--- config.mk ---
export PLATFORM = sky130hd
export DESIGN_NAME = supply_line_fault_supervisor
export DESIGN_NICKNAME = d
export VERILOG_FILES = /design/src/supervisor_pkg.sv /design/src/qual_timer.sv /design/src/supply_line_fault_supervisor.sv
export SDC_FILE = /design/constraint.sdc
export NUM_CORES = 1
export LEC_CHECK = 0
export ABC_AREA = 1
export BUFFER_PORTS_ARGS = -buffer_cell sky130_fd_sc_hd__buf_2
export CORE_ASPECT_RATIO = 0.5
export CORE_MARGIN = 5
export CORE_UTILIZATION = 32
export DETAILED_ROUTE_END_ITERATION = 6
export GPL_TIMING_DRIVEN = 0
export HOLD_SLACK_MARGIN = 0.02
export MAX_ROUTING_LAYER = met4
export PLACE_DENSITY = 0.44
export SLEW_MARGIN = 0
export SYNTH_ARGS = -nofsm -noshare
export SYNTH_HDL_FRONTEND = slang
export SYNTH_HIERARCHICAL = 1
export SYNTH_SLANG_ARGS = --single-unit
--- constraint.sdc ---
create_clock -name clock -period 2.2 [get_ports clock]
set_input_delay 0.44 -clock clock [delete_from_list [all_inputs] [get_ports clock]]
set_output_delay 0.44 -clock clock [all_outputs]
set_load 0.005 [all_outputs]
--- src/supervisor_pkg.sv ---
// Purpose: shared constants for the supply, line and fault supervisor
// Assumes: 200 MHz reference clock, comparator decisions arrive as single bits
// Notes:   times are kept in their printed unit, cycle counts derive from them

package supervisor_pkg;

	// ----------------------------------------------------------------------
	// timing
	// ----------------------------------------------------------------------
	localparam int CLK_FREQ_MHZ        = 200;
	localparam int BROWNOUT_TIME_US    = 54000;
	localparam int RAISE_RANGE_TIME_US = 300;
	localparam int LOWER_RANGE_TIME_US = 54000;
	localparam int FAULT_BLANK_TIME_US = 30;

	localparam int BROWNOUT_CYCLES    = BROWNOUT_TIME_US * CLK_FREQ_MHZ;
	localparam int RAISE_RANGE_CYCLES = RAISE_RANGE_TIME_US * CLK_FREQ_MHZ;
	localparam int LOWER_RANGE_CYCLES = LOWER_RANGE_TIME_US * CLK_FREQ_MHZ;
	localparam int FAULT_BLANK_CYCLES = FAULT_BLANK_TIME_US * CLK_FREQ_MHZ;

	// ----------------------------------------------------------------------
	// behaviour constants
	// ----------------------------------------------------------------------
	localparam logic [1:0] HICCUP_SKIPS   = 2'h3;
	localparam logic [1:0] HICCUP_NONE    = 2'h0;
	localparam int         ONTIME_DIVISOR = 3;

	// ----------------------------------------------------------------------
	// synchroniser bit positions
	// ----------------------------------------------------------------------
	localparam int SYNC_WIDTH       = 13;
	localparam int SY_INHIBIT       = 0;
	localparam int SY_SUPPLY_ON     = 1;
	localparam int SY_SUPPLY_OFF    = 2;
	localparam int SY_SUPPLY_OVP    = 3;
	localparam int SY_SUPPLY_RESET  = 4;
	localparam int SY_LINE_START    = 5;
	localparam int SY_LINE_STOP     = 6;
	localparam int SY_LINE_DRIVE    = 7;
	localparam int SY_LINE_RANGE    = 8;
	localparam int SY_FAULT_UPPER   = 9;
	localparam int SY_FAULT_LOWER   = 10;
	localparam int SY_FAULT_EXIT    = 11;
	localparam int SY_AUTO_RECOVER  = 12;

	typedef enum logic [3:0] {
		ST_CHARGE = 4'h1,
		ST_WAIT   = 4'h2,
		ST_RUN    = 4'h4,
		ST_LATCH  = 4'h8
	} supState_t;

endpackage

--- src/qual_timer.sv ---
// Purpose: qualification timer, expires once run has held for LIMIT cycles
// Assumes: run and clear come from logic on the same clock
// Notes:   clear wins over run; output stays high while run holds

module qual_timer #(
	parameter int LIMIT = 16
) (
	input  wire logic clock,
	input  wire logic reset,
	input  wire logic clear,
	input  wire logic run,
	output logic      expired
);

	localparam int CW = $clog2(LIMIT + 1);
	localparam logic [CW-1:0] LIMIT_C = CW'(LIMIT);
	localparam logic [CW-1:0] ZERO_C  = '0;
	localparam logic [CW-1:0] ONE_C   = CW'(1);

	logic [CW-1:0] count_r;

	generate
		if (LIMIT < 1) begin : g_bad
			$error("qual_timer LIMIT must be at least one");
		end
	endgenerate

	// saturating count, so a long assertion never wraps back to idle
	always_ff @(posedge clock or posedge reset) begin
		if (reset) begin
			count_r <= ZERO_C;
		end else if (clear || !run) begin
			count_r <= ZERO_C;
		end else if (count_r != LIMIT_C) begin
			count_r <= count_r + ONE_C;
		end
	end

	always_ff @(posedge clock or posedge reset) begin
		if (reset) begin
			expired <= 1'b0;
		end else begin
			expired <= run && !clear && (count_r == LIMIT_C);
		end
	end

endmodule // qual_timer

--- src/supply_line_fault_supervisor.sv ---
// Purpose: startup source, converter enables, line range and fault handling
// Assumes: all comparator inputs are asynchronous; softStartActive is same-clock
// Notes:   timers are parameters so a simulation can shorten them

module supply_line_fault_supervisor
	import supervisor_pkg::*;
#(
	parameter int BROWNOUT_TICKS    = BROWNOUT_CYCLES,
	parameter int RAISE_RANGE_TICKS = RAISE_RANGE_CYCLES,
	parameter int LOWER_RANGE_TICKS = LOWER_RANGE_CYCLES,
	parameter int FAULT_BLANK_TICKS = FAULT_BLANK_CYCLES
) (
	input  wire logic clock,
	input  wire logic reset,
	input  wire logic supplyAboveInhibit,
	input  wire logic supplyAboveOn,
	input  wire logic supplyBelowOff,
	input  wire logic supplyAboveOvp,
	input  wire logic supplyBelowReset,
	input  wire logic lineAboveStart,
	input  wire logic lineAboveStop,
	input  wire logic lineAboveDriveDisable,
	input  wire logic lineAboveRange,
	input  wire logic faultAboveUpper,
	input  wire logic faultBelowLower,
	input  wire logic faultAboveLowerExit,
	input  wire logic otpAutoRecover,
	input  wire logic softStartActive,
	output logic      startupEnable,
	output logic      startupCurrentFull,
	output logic      startupCurrentReduced,
	output logic      pfcEnable,
	output logic      flybackEnable,
	output logic      highLineMode,
	output logic      onTimeThird,
	output logic      faultPullupSource,
	output logic      faultClampZero,
	output logic      latchedOff,
	output logic      hiccupActive
);

	// ----------------------------------------------------------------------
	// parameter checks
	// ----------------------------------------------------------------------
	generate
		if (BROWNOUT_TICKS < 1 || RAISE_RANGE_TICKS < 1 ||
		    LOWER_RANGE_TICKS < 1 || FAULT_BLANK_TICKS < 1) begin : g_bad
			$error("supervisor timer counts must be at least one");
		end
	endgenerate

	// ----------------------------------------------------------------------
	// input synchronisers
	// ----------------------------------------------------------------------
	logic [SYNC_WIDTH-1:0] syncA_r;
	logic [SYNC_WIDTH-1:0] syncB_r;
	logic [SYNC_WIDTH-1:0] pins;

	assign pins[SY_INHIBIT]      = supplyAboveInhibit;
	assign pins[SY_SUPPLY_ON]    = supplyAboveOn;
	assign pins[SY_SUPPLY_OFF]   = supplyBelowOff;
	assign pins[SY_SUPPLY_OVP]   = supplyAboveOvp;
	assign pins[SY_SUPPLY_RESET] = supplyBelowReset;
	assign pins[SY_LINE_START]   = lineAboveStart;
	assign pins[SY_LINE_STOP]    = lineAboveStop;
	assign pins[SY_LINE_DRIVE]   = lineAboveDriveDisable;
	assign pins[SY_LINE_RANGE]   = lineAboveRange;
	assign pins[SY_FAULT_UPPER]  = faultAboveUpper;
	assign pins[SY_FAULT_LOWER]  = faultBelowLower;
	assign pins[SY_FAULT_EXIT]   = faultAboveLowerExit;
	assign pins[SY_AUTO_RECOVER] = otpAutoRecover;

	always_ff @(posedge clock or posedge reset) begin
		if (reset) begin
			syncA_r <= '0;
			syncB_r <= '0;
		end else begin
			syncA_r <= pins;
			syncB_r <= syncA_r;
		end
	end

	logic inhibitOk;
	logic supplyOn;
	logic supplyOff;
	logic supplyOvp;
	logic supplyRst;
	logic lineStart;
	logic lineStop;
	logic lineDrive;
	logic lineRange;
	logic faultUpper;
	logic faultLower;
	logic faultExit;
	logic autoRecover;

	assign inhibitOk   = syncB_r[SY_INHIBIT];
	assign supplyOn    = syncB_r[SY_SUPPLY_ON];
	assign supplyOff   = syncB_r[SY_SUPPLY_OFF];
	assign supplyOvp   = syncB_r[SY_SUPPLY_OVP];
	assign supplyRst   = syncB_r[SY_SUPPLY_RESET];
	assign lineStart   = syncB_r[SY_LINE_START];
	assign lineStop    = syncB_r[SY_LINE_STOP];
	assign lineDrive   = syncB_r[SY_LINE_DRIVE];
	assign lineRange   = syncB_r[SY_LINE_RANGE];
	assign faultUpper  = syncB_r[SY_FAULT_UPPER];
	assign faultLower  = syncB_r[SY_FAULT_LOWER];
	assign faultExit   = syncB_r[SY_FAULT_EXIT];
	assign autoRecover = syncB_r[SY_AUTO_RECOVER];

	// ----------------------------------------------------------------------
	// line start edge and brown-out
	// ----------------------------------------------------------------------
	logic lineStartPrev_r;
	logic lineStartRise;
	logic brownoutExpired;
	logic brownoutHit;
	logic lineOk_r;

	always_ff @(posedge clock or posedge reset) begin
		if (reset) begin
			lineStartPrev_r <= 1'b0;
		end else begin
			lineStartPrev_r <= lineStart;
		end
	end

	assign lineStartRise = lineStart && !lineStartPrev_r;

	qual_timer #(
		.LIMIT (BROWNOUT_TICKS)
	) brownoutTimer (
		.clock   (clock),
		.reset   (reset),
		.clear   (lineStop),
		.run     (!lineStop),
		.expired (brownoutExpired)
	);

	// switching stops only once the line has sagged to a low energy point
	assign brownoutHit = brownoutExpired && !lineDrive;

	always_ff @(posedge clock or posedge reset) begin
		if (reset) begin
			lineOk_r <= 1'b0;
		end else if (lineStart) begin
			lineOk_r <= 1'b1;
		end else if (brownoutHit) begin
			lineOk_r <= 1'b0;
		end
	end

	// ----------------------------------------------------------------------
	// line range detector
	// ----------------------------------------------------------------------
	logic highLine_r;
	logic raiseInhibit_r;
	logic raiseExpired;
	logic lowerExpired;

	qual_timer #(
		.LIMIT (RAISE_RANGE_TICKS)
	) raiseRangeTimer (
		.clock   (clock),
		.reset   (reset),
		.clear   (raiseInhibit_r || highLine_r),
		.run     (lineRange),
		.expired (raiseExpired)
	);

	qual_timer #(
		.LIMIT (LOWER_RANGE_TICKS)
	) lowerRangeTimer (
		.clock   (clock),
		.reset   (reset),
		.clear   (!highLine_r),
		.run     (!lineRange),
		.expired (lowerExpired)
	);

	always_ff @(posedge clock or posedge reset) begin
		if (reset) begin
			highLine_r <= 1'b0;
		end else if (!highLine_r && raiseExpired) begin
			highLine_r <= 1'b1;
		end else if (highLine_r && lowerExpired) begin
			highLine_r <= 1'b0;
		end
	end

	// blocks noise from toggling the range back until a stop crossing is seen
	always_ff @(posedge clock or posedge reset) begin
		if (reset) begin
			raiseInhibit_r <= 1'b0;
		end else if (highLine_r && lowerExpired) begin
			raiseInhibit_r <= 1'b1;
		end else if (!lineStop) begin
			raiseInhibit_r <= 1'b0;
		end
	end

	// ----------------------------------------------------------------------
	// fault input qualification
	// ----------------------------------------------------------------------
	logic upperConfirmed;
	logic lowerConfirmed;
	logic flyback_r;

	qual_timer #(
		.LIMIT (FAULT_BLANK_TICKS)
	) upperBlank (
		.clock   (clock),
		.reset   (reset),
		.clear   (!flyback_r),
		.run     (faultUpper),
		.expired (upperConfirmed)
	);

	qual_timer #(
		.LIMIT (FAULT_BLANK_TICKS)
	) lowerBlank (
		.clock   (clock),
		.reset   (reset),
		.clear   (softStartActive),
		.run     (faultLower),
		.expired (lowerConfirmed)
	);

	// ----------------------------------------------------------------------
	// sequencing state machine
	// ----------------------------------------------------------------------
	supState_t  state_r;
	supState_t  state_nxt;
	logic [1:0] hiccup_r;
	logic       otpPending_r;
	logic       supplyOvpTrip;
	logic       otpTrip;
	logic       latchClear;
	logic       restartOk;

	assign supplyOvpTrip = flyback_r && supplyOvp;
	assign otpTrip       = (state_r == ST_RUN) && lowerConfirmed;
	assign latchClear    = brownoutHit || supplyRst;
	assign restartOk     = !otpPending_r && (hiccup_r == HICCUP_NONE);

	always_comb begin
		state_nxt = state_r;
		unique case (state_r)
			ST_CHARGE: begin
				if (supplyOn) begin
					state_nxt = restartOk ? ST_RUN : ST_WAIT;
				end
			end
			ST_WAIT: begin
				if (supplyOff || lineStartRise) begin
					state_nxt = ST_CHARGE;
				end
			end
			ST_RUN: begin
				if (supplyOvpTrip) begin
					state_nxt = ST_LATCH;
				end else if (otpTrip && !autoRecover) begin
					state_nxt = ST_LATCH;
				end else if (otpTrip || upperConfirmed) begin
					state_nxt = ST_WAIT;
				end else if (supplyOff) begin
					state_nxt = ST_CHARGE;
				end
			end
			ST_LATCH: begin
				if (latchClear) begin
					state_nxt = ST_CHARGE;
				end
			end
			default: begin
				state_nxt = ST_CHARGE;
			end
		endcase
	end

	always_ff @(posedge clock or posedge reset) begin
		if (reset) begin
			state_r <= ST_CHARGE;
		end else begin
			state_r <= state_nxt;
		end
	end

	// a hiccup skips three supply cycles before the next attempt
	always_ff @(posedge clock or posedge reset) begin
		if (reset) begin
			hiccup_r <= HICCUP_NONE;
		end else if (state_r == ST_RUN && upperConfirmed && !supplyOvpTrip) begin
			hiccup_r <= HICCUP_SKIPS;
		end else if (state_r == ST_CHARGE && supplyOn && hiccup_r != HICCUP_NONE) begin
			hiccup_r <= hiccup_r - 2'h1;
		end else if (state_r == ST_LATCH) begin
			hiccup_r <= HICCUP_NONE;
		end
	end

	// set wins over the exit clear when both land together
	always_ff @(posedge clock or posedge reset) begin
		if (reset) begin
			otpPending_r <= 1'b0;
		end else if (otpTrip && autoRecover) begin
			otpPending_r <= 1'b1;
		end else if (faultExit || state_r == ST_LATCH) begin
			otpPending_r <= 1'b0;
		end
	end

	// ----------------------------------------------------------------------
	// registered outputs
	// ----------------------------------------------------------------------
	logic runNext;
	logic chargeNext;

	assign runNext    = (state_nxt == ST_RUN);
	assign chargeNext = (state_nxt == ST_CHARGE);

	always_ff @(posedge clock or posedge reset) begin
		if (reset) begin
			startupEnable         <= 1'b1;
			startupCurrentFull    <= 1'b0;
			startupCurrentReduced <= 1'b1;
		end else begin
			startupEnable         <= chargeNext;
			startupCurrentFull    <= chargeNext && inhibitOk;
			startupCurrentReduced <= chargeNext && !inhibitOk;
		end
	end

	always_ff @(posedge clock or posedge reset) begin
		if (reset) begin
			pfcEnable <= 1'b0;
			flyback_r <= 1'b0;
		end else begin
			pfcEnable <= runNext && lineOk_r && !brownoutHit;
			flyback_r <= runNext && lineOk_r && !brownoutHit;
		end
	end

	assign flybackEnable = flyback_r;

	always_ff @(posedge clock or posedge reset) begin
		if (reset) begin
			highLineMode <= 1'b0;
			onTimeThird  <= 1'b0;
		end else begin
			highLineMode <= highLine_r;
			onTimeThird  <= highLine_r;
		end
	end

	// pull-up stays on through a pending fault for temperature hysteresis
	always_ff @(posedge clock or posedge reset) begin
		if (reset) begin
			faultPullupSource <= 1'b0;
		end else begin
			faultPullupSource <= runNext || otpPending_r;
		end
	end

	always_ff @(posedge clock or posedge reset) begin
		if (reset) begin
			faultClampZero <= 1'b0;
			latchedOff     <= 1'b0;
			hiccupActive   <= 1'b0;
		end else begin
			faultClampZero <= (state_nxt == ST_LATCH);
			latchedOff     <= (state_nxt == ST_LATCH);
			hiccupActive   <= (hiccup_r != HICCUP_NONE);
		end
	end

endmodule // supply_line_fault_supervisor

==> results of run 1 <==
## metrics by stage
step | std cells | area (µm²) | hold WS (ns)
4_1_cts | 1337 | 8610 | 0.0358
2_1_floorplan | 971 | 7440 | 0.329
6_report | 1337 | 8610 | 0.0414
3_5_place_dp | 1305 | 7970 | 0.336
5_1_grt | 1337 | 8610 | 0.0426
3_3_place_gp | 1304 | 7950 | 0.333
## worst max-delay path, stage by stage, from the launching register on
cell and delay, ns:
dfrtp_1 0.40, buf_4 0.14, buf_2 0.11
## final cells by class
cell class,instances,share of cell area
Timing Repair Buffer,27,0.0174
Clock inverter,13,0.0221
Tap cell,307,0.0446
Inverter,141,0.0614
Sequential cell,140,0.407
Multi-Input combinational cell,680,0.387
Clock buffer,19,0.0526
Buffer,10,0.00813
## synth_stat cells (4+ instances only)
master	number	area, µm²
o21ai_0	30	150
ha_1	11	138
nor3_1	11	55.1
nand3_1	79	395
xor2_1	10	87.6
nand2_1	203	762
o21ai_1	11	55.1
nor2_2	20	125
nor2_1	185	694
inv_1	138	518
dfrtp_1	137	3430
nor2_4	17	191
nand4_1	28	175
clkbuf_1	4	15.0
nand2_2	16	100
a21oi_1	37	185
## report_power, final
group | leakage [nW] | switching, mW | internal (mW) | total, mW
registers | 1.87 | 0.0655 | 2.70 | 2.77
clock network | 0.302 | 1.17 | 1.96 | 3.13
logic | 1.68 | 0.366 | 0.206 | 0.572
total | 3.85 | 1.60 | 4.87 | 6.47
## worst paths after layout
kind,slack [ns],cells past startpoint,endpoint
worst max-delay path,0.68,2,pfcEnable
worst min-delay path,0.04,2,syncA_r[7]
worst max register to register,0.70,8,lowerRangeTimer/count_r[18]
worst min register to register,0.34,0,syncB_r[4]
max in group asynchronous,1.22,2,lowerRangeTimer/count_r[2]
min in group clock,0.11,1,syncA_r[7]
## cells by family after synthesis
| logic type | count (synthesis) | share of synthesized area |
|---|---|---|
| compound gates | 84 | 0.0596 |
| xor+xnor | 12 | 0.0141 |
| fa+ha+maj | 11 | 0.0185 |
| buf+inv | 151 | 0.0806 |
| flops | 140 | 0.472 |
| simple gates | 573 | 0.356 |
## flip-flops by register name, summed over array words and instances (netlist names), 2 cells and up
name                     count
syncB_r                     13
lowerBlank/count_r          13
brownoutTimer/count_r       24
hiccup_r                     2
state_r                      4
upperBlank/count_r          13
syncA_r                     13
raiseRangeTimer/count_r     16
lowerRangeTimer/count_r     24
## layer usage
layer,vias to the layer above,share of wire,wire length (µm),GRT usage
met2,62,0.46,7690,0.215
met5,-,0,0,-
met1,2820,0.50,8480,0.177
met4,0,0.013,218,0.0400
li1,3149,-,-,-
met3,17,0.029,496,0.0384
==> impl_metrics.yaml, run 1 <==
outcome:
  status: "completed"
critical_path:
  worst_ep_arrival_time_ns: 1.08
  cp-start-kind: "flop"
  critPathLaunch: "flybackEnable"
  crit_type: "flop to primary output"
  regToRegStartpoint: "lowerRangeTimer/count_r[1]"
  cp_max_fo: 4
  required_ns: 1.76
  end_kind: "primary output"
routing:
  drtIter0Drc: 309
  wl_per_cell_um: 12.6
  drc: 0
  drtPass1Iterations: 5
  antenna_left: 0
  viasPerCell: 4.52
  postRouteWirelength_mm: 16.9
  vias: 6048
clocking:
  clk_latency_ns: 0.43
  cts_setup_buffers: 0
  clock_sinks: 140
  cts_tree: "yes"
  clk_pin_slew_ns: 0.06
  clockRootBuffer: "clkbuf_16"
  cts_buffers: 17
  clock_path_buffers: 2
  cts.htree.levels: 4
  cts_hold_buf: 0
  cts_resized: 0
finish:
  nets: 1044
  area_growth_pct: 15.8
  final_common_cell: "nand2_1"
  antenna_cells: 0
  num-fill-cells: 2380
  drive_above_1_share: 0.132
  utilization: 0.377
  regArea_um2: 3510
  multi_input_area_um2: 3330
  final_cell_mix: "203 x nand2_1, 185 x nor2_1, 137 x inv_1, 137 x dfrtp_1, 79 x nand3_1"
synthesis:
  seq_area_frac_synth: 0.472
  ys_ff_latch: 140
  syn-cell-area_um2: 7440
  ys_types: 33
  synth-edff-count: 0
  ys.flop_type: "dfrtp_1"
  synth_cells: 971
  syn_nets: 998
  ys_warn_count: 6
  syn_area_per_cell_um2: 7.66
  synthArstFlopShare: 1.00
flow_run:
  maxCapViolations: 0
global_route:
  grt_max_degree: 37
  grt_pass1_vias: 5902
  grt_pass1_wl_mm: 28.9
  antenna_found_initial: 0
  grt-ovfl-total: 0
  track_usage: 0.138
sta:
  relSlewSlack: 0.327
  period_needed_ns: 1.52
  hold_viol_final: 0
  clock.fmax_mhz: 659
  fin_setup_tns_ns: 0
  fin_ws_ns: 0.682
  setup_viol_count_final: 0
  drv_slew: 0
  rsz0062_at_grt: "no"
  min_period_over_period: 0.690
  finalClockSkew_ns: 0.00842
  worstMarginPinSlew_ns: 1.01
floorplanning:
  core-area_um2: 22800
  io_pins: 27
  dieArea_um2: 26600
  die_width_um: 226
  die_y_um: 118
  fp-row-count: 39
  start_util: 0.326
place:
  port_buffers: 26
  pre_cts_ws_ns: 0.655
  dp_hpwl_mm: 12.5
  place.gp.congestion: 0.858
power_and_ir_drop:
  power_mw: 6.47
  power_density_nw_per_um2: 751
  leakagePower_nw: 3.85
  irDropWorstVdd_mv: 0.326
worst_hold_path:
  hold_class: "input port to async pin"
(Power assumes the default switching activity.)
==> run 2, diff against run 1 <==
==> constraint.sdc (replaced) <==
create_clock -name clock -period 1.6 [get_ports clock]
set_input_delay 0.32 -clock clock [delete_from_list [all_inputs] [get_ports clock]]
set_output_delay 0.32 -clock clock [all_outputs]
set_load 0.005 [all_outputs]
==> run 2 against run 1 <==
Sequential cell count stayed put. Worst setup slack worse by 0.53 ns. Wire length is 0.74% higher. Die area stayed put. Critical path type is now flop to flop. Critical endpoint is now lowerRangeTimer/count_r[18]. Largest cell class unchanged.
==> impl_metrics.yaml, run 2 (synthesis results as in run 1) <==
finish:
  area_growth_pct: 18.4
  final_cell_mix: "203 x nand2_1, 184 x nor2_1, 137 x dfrtp_1, 135 x inv_1, 79 x nand3_1"
  nets: 1063
  antenna_cells: 0
  drive_above_1_share: 0.141
  reg_top3: "brownoutTimer/count_r (24), lowerRangeTimer/count_r (24), raiseRangeTimer/count_r (16)"
  final_common_cell: "nand2_1"
  num-fill-cells: 2371
  utilization: 0.386
critical_path:
  timing.rr.end: "lowerRangeTimer/count_r[18]"
  rrSetupSlack_ns: 0.15
  regToRegStartpoint: "lowerRangeTimer/count_r[1]"
  cp_num_cells: 8
  path_cells: "ha_2 -> nand2_2 -> nor2_4 -> nand2_4 -> nor2_2 -> nand3_1 -> nand2_1 -> nor2_1"
  slowest_delay_ns: 0.40
  endpoint: "lowerRangeTimer/count_r[18]"
  ff2ff_path_depth: 8
  crit_slowest_cell: "dfrtp_1"
  worst_ep_arrival_time_ns: 1.77
  worst-path-buf-inv: 0
  crit_type: "flop to flop"
  critPathLaunch: "lowerRangeTimer/count_r[1]"
  cp-start-kind: "flop"
  end_kind: "flop"
  required_ns: 1.92
  cp_max_fo: 6
  crit_family: "simple AND/OR/NAND/NOR gates"
routing:
  drtPass1Iterations: 4
  vias: 6101
  viasPerCell: 4.50
  wl_per_cell_um: 12.5
  antenna_left: 0
  postRouteWirelength_mm: 17.0
  drtIter0Drc: 278
  drc: 0
power_and_ir_drop:
  power_density_nw_per_um2: 1010
  power_mw: 8.93
  leakagePower_nw: 3.93
  irDropWorstVdd_mv: 0.450
flow_run:
  maxCapViolations: 0
clocking:
  clock_path_buffers: 2
  clock_sinks: 140
  clk_latency_ns: 0.43
  clockRootBuffer: "clkbuf_16"
  clk_pin_slew_ns: 0.06
  cts_tree: "yes"
  cts_buffers: 17
  cts.htree.levels: 4
sta:
  holdWs_ns: 0.205
  period_needed_ns: 1.45
  clock.fmax_mhz: 690
  finalClockSkew_ns: 0.00885
  min_period_over_period: 0.906
  worstMarginPinSlew_ns: 0.720
  hold_viol_final: 0
  setup_viol_count_final: 0
  drv_slew: 0
  relSlewSlack: 0.520
global_route:
  grt_max_degree: 37
  track_usage: 0.139
  grt_pass1_wl_mm: 29.0
  grt-ovfl-total: 0
  grt_pass1_vias: 5947
  antenna_found_initial: 0
floorplanning:
  core-area_um2: 22800
  dieArea_um2: 26600
  io_pins: 27
  die_width_um: 226
  fp-row-count: 39
  die_y_um: 118
  start_util: 0.326
worst_hold_path:
  hold_class: "input port to flop"
place:
  place.gp.congestion: 0.858
  dp_hpwl_mm: 12.5
  port_buffers: 26
outcome:
  status: "completed"
-- run 2: changes by cell type in the layout (fill, tap and decap cells not counted), sizes merged --
| cell | previous run | this run |
|---|---|---|
| buf | 31 | 36 |
| clkinvlp | 4 | 6 |
| inv | 142 | 140 |
| dlygate4sd3 | 0 | 14 |
-- run 2: per-layer routing --
metal,GRT usage,wire (µm),share of wire,up-vias
li1,-,-,-,3190
met1,0.179,8520,0.50,2843
met2,0.216,7770,0.46,53
met3,0.0384,500,0.029,15
met4,0.0400,210,0.012,0
met5,-,0,0,-
-- run 2: repair_timing --
action,4_1_cts,5_1_grt
buffers inserted,0,5
resized for setup,0,10
hold buffers,14,0
endpoints found under the setup margin,0,67
hold endpoints to repair,22,0
-- run 2: worst min-delay path by stage --
stage                         start               endpoint  slack, ns  depth (start not counted)
finish              softStartActive  lowerBlank/count_r[5]       0.20                          4
CTS                 softStartActive  lowerBlank/count_r[4]       0.18                          4
global route        softStartActive  lowerBlank/count_r[5]       0.20                          4
floorplan                     reset  lowerBlank/count_r[0]       0.21                          1
global placement         syncA_r[7]             syncB_r[7]       0.33                          0
detailed placement       syncA_r[2]             syncB_r[2]       0.34                          0
-- run 2: power by group --
part           total [mW]  switching (mW)  internal (mW)  leakage [nW]
sequential           3.81          0.0888           3.72          1.87
clock                4.31            1.61           2.70         0.302
combinational       0.817           0.510          0.307          1.76
-- run 2: worst reg2reg max path: cells and delay by family, from the launching register on --
| kind | cells | cell delay (ns) |
|---|---|---|
| AND/OR/NAND/NOR | 7 | 0.72 |
| flip-flops | 1 | 0.40 |
| adder cells (fa/ha/maj) | 1 | 0.22 |
-- run 2: cell type report --
class                           count  area (µm²)  share of cell area
Clock inverter                     13         190              0.0216
Tap cell                          307         384              0.0436
Inverter                          141         537              0.0609
Multi-Input combinational cell    680        3330               0.379
Buffer                             10        73.8             0.00838
Timing Repair Buffer               46         328              0.0372
Sequential cell                   140        3510               0.398
Clock buffer                       19         453              0.0514
-- run 2: per-stage QoR --
| step | std cells | setup slack (ns) | area [µm²] | setup TNS, ns |
|---|---|---|---|---|
| 6_report | 1356 | 0.150 | 8810 | 0 |
| 5_1_grt | 1356 | -0.00787 | 8810 | -0.00787 |
| 4_1_cts | 1351 | 0.0861 | 8750 | 0 |
| 3_5_place_dp | 1305 | 0.0915 | 7970 | 0 |
| 3_3_place_gp | 1304 | -0.543 | 7950 | -23.17 |
| 2_1_floorplan | 971 | 0.226 | 7440 | 0 |
==> run 3, diff against run 2 <==
--- a/config.mk
+++ b/config.mk
@@ -5,7 +5,7 @@
 export SDC_FILE = /design/constraint.sdc
 export NUM_CORES = 1
 export LEC_CHECK = 0
-export ABC_AREA = 1
+export ABC_AREA = 0
 export BUFFER_PORTS_ARGS = -buffer_cell sky130_fd_sc_hd__buf_2
 export CORE_ASPECT_RATIO = 0.5
 export CORE_MARGIN = 5
==> run 3 against run 2 <==
The run now ends with setup timing left. Clock skew up 0.0015 ns. Synthesized cell count down 32%. Critical path type unchanged. Via count decreased by 12%. Clock power up 7.7%. Cell count shrank 21%. Hold slack got worse by 0.16 ns. Combinational power grew 9.2%. Largest power group unchanged. Worst setup slack lost 0.36 ns. Power up 4.8%. Register-to-register slack worse by 0.36 ns. Non-clock buffer count increased by 76. Sequential cell count unchanged.
==> impl_metrics.yaml, run 3 <==
sta:
  drv_slew: 0
  min_period_over_period: 1.13
  clock.fmax_mhz: 551
  rsz0062_at_grt: "yes"
  setup_viol_count_final: 26
  hold_viol_final: 0
  relSlewSlack: 0.308
  worstMarginPinSlew_ns: 1.04
  finalClockSkew_ns: 0.0104
  fin_ws_ns: -0.215
  period_needed_ns: 1.81
worst_hold_path:
  hold_class: "input port to async pin"
critical_path:
  slowest_delay_ns: 0.54
  cp-start-kind: "flop"
  path_cells: "or4b_4 -> or3b_4 -> mux2_4 -> nand2_2"
  required_ns: 1.96
  worst-path-buf-inv: 0
  end_kind: "flop"
  crit_slowest_cell: "dfstp_2"
  crit_family: "simple AND/OR/NAND/NOR gates"
  rrSetupSlack_ns: -0.21
  worst_ep_arrival_time_ns: 2.17
  crit_type: "flop to flop"
  cp_max_fo: 3
place:
  dp_hpwl_mm: 9.85
  place.gp.congestion: 0.733
  port_buffers: 26
synthesis:
  syn_nets: 684
  synthTopCellsByCount: "137 x dfrtp_1, 56 x nand2_1, 54 x a21oi_1"
  synth_compound_area_frac: 0.104
  synthArstFlopShare: 1.00
  syn-cell-area_um2: 6720
  yosys.area_share.simple: 0.261
  synth_top_cell_by_area: "dfrtp_1"
  syn_area_per_cell_um2: 10.2
  synth.area.top_cells: "dfrtp_1 51%, a21oi_1 4.0%, nand2_1 3.1%"
  ys.flop_type: "dfrtp_1"
  synth_xor_area_frac: 0.0352
  ys_ff_latch: 140
  synth_top_area_share: 0.510
  ys_types: 56
  synthAdderAreaFrac: 0.0205
  synth_top_family_by_area: "simple AND/OR/NAND/NOR gates"
  synth-edff-count: 0
  ys_warn_count: 6
  seq_area_frac_synth: 0.522
  synth.most_common_cell: "dfrtp_1"
  synthMuxAreaShare: 0.0201
  synth_cells: 657
finish:
  final_common_cell: "dfrtp_1"
  antenna_cells: 0
  num-fill-cells: 1914
  reg_top3: "brownoutTimer/count_r (24), lowerRangeTimer/count_r (24), raiseRangeTimer/count_r (16)"
  drive_above_1_share: 0.356
  area_growth_pct: 36.5
  final_cell_mix: "116 x dfrtp_1, 77 x buf_4, 56 x nand2_1, 40 x inv_1, 39 x nor2_1"
  nets: 815
  utilization: 0.445
floorplanning:
  dieArea_um2: 24200
  die_y_um: 112
  start_util: 0.326
  die_width_um: 215
  io_pins: 27
  core-area_um2: 20600
  fp-row-count: 37
clocking:
  cts_buffers: 17
  cts.htree.levels: 4
  clockRootBuffer: "clkbuf_16"
  clock_sinks: 140
  clk_latency_ns: 0.42
  cts_tree: "yes"
  clock_path_buffers: 2
  clk_pin_slew_ns: 0.07
flow_run:
  maxCapViolations: 0
routing:
  drtIter0Drc: 311
  vias: 5379
  drtPass1Iterations: 4
  drc: 0
  antenna_left: 0
  wl_per_cell_um: 14.7
  viasPerCell: 5.01
  postRouteWirelength_mm: 15.8
global_route:
  grt-ovfl-total: 0
  grt_pass1_vias: 5212
  antenna_found_initial: 0
  track_usage: 0.136
  grt_pass1_wl_mm: 26.4
  grt_max_degree: 42
power_and_ir_drop:
  leakagePower_nw: 3.69
  power_density_nw_per_um2: 1020
  power_mw: 9.37
  irDropWorstVdd_mv: 0.617
outcome:
  status: "finished, violations left"
  violations: "setup timing"
## run 3: changes by cell type in the layout (fill, tap and decap cells not counted), moves of 16 or more
cell      previous run  this run
buf_4                8        77
dfrtp_1            137       116
dfrtp_2              0        21
inv_1              135        40
nand2_1            203        56
nand2b_1             0        16
nand3_1             79        21
nor2_1             184        39
nor2_2              21         2
nor2_4              17         1
or3_1                0        18
xnor2_1              2        21
## run 3: cell type report
| cell class | instances | area, µm² | area share |
|---|---|---|---|
| Tap cell | 273 | 342 | 0.0372 |
| Buffer | 16 | 93.8 | 0.0102 |
| Multi-Input combinational cell | 454 | 3480 | 0.380 |
| Inverter | 43 | 161 | 0.0176 |
| Clock inverter | 15 | 262 | 0.0285 |
| Timing Repair Buffer | 116 | 873 | 0.0952 |
| Clock buffer | 17 | 425 | 0.0464 |
| Sequential cell | 140 | 3530 | 0.385 |
## run 3: per-stage QoR
step,setup TNS [ns],cells,cell area [µm²],worst slack (ns),hold slack (ns)
3_5_place_dp,-7.08,957,7320,-0.296,0.309
6_report,-1.76,1074,9170,-0.215,0.0402
4_1_cts,-2.06,1042,8650,-0.228,0.0251
3_3_place_gp,-28.98,956,7300,-0.519,0.333
5_1_grt,-4.30,1074,9170,-0.247,0.0227
2_1_floorplan,-0.826,657,6830,-0.222,0.209
## run 3: worst register-to-register path, stage by stage, from the launching register on
cell and delay (ns):
dfstp_2 0.54, or4b_4 0.46, or3b_4 0.40, mux2_4 0.31, nand2_2 0.06
## run 3: power breakdown
part           internal [mW]  switching, mW
registers               3.71          0.123
logic                  0.412          0.480
clock network           2.96           1.67
## run 3: worst paths after layout
kind | startpoint | endpoint | cells after the start
setup / recovery | state_r[0] | hiccup_r[1] | 4
hold / removal | reset | lowerBlank/count_r[4] | 2
setup reg to reg | state_r[0] | hiccup_r[1] | 4
hold reg to reg | syncA_r[12] | syncB_r[12] | 0
max in group asynchronous | reset | brownoutTimer/count_r[15] | 2
min in group clock | faultAboveLowerExit | syncA_r[11] | 1
## run 3: cell families after synthesis
logic type,after synthesis
AND/OR/NAND/NOR,286
AO/OA/AOI/OAI,117
buffers and inverters,63
adder cells (fa/ha/maj),11
multiplexers,13
XOR/XNOR,27
flip-flops,140
## run 3: per-layer routing
layer	wire, µm	global-route usage
met1	7790	0.175
met2	7570	0.218
met3	377	0.0353
met4	95	0.0311
met5	0	-
## run 3: what timing repair did
item                                   in CTS  in global routing
endpoints found under the hold margin      15                  1
pin swaps                                  28                 37
hold buffers                               12                  1
setup endpoints to repair                  62                 76
resized for setup                          51                 73
setup buffers                              45                 33
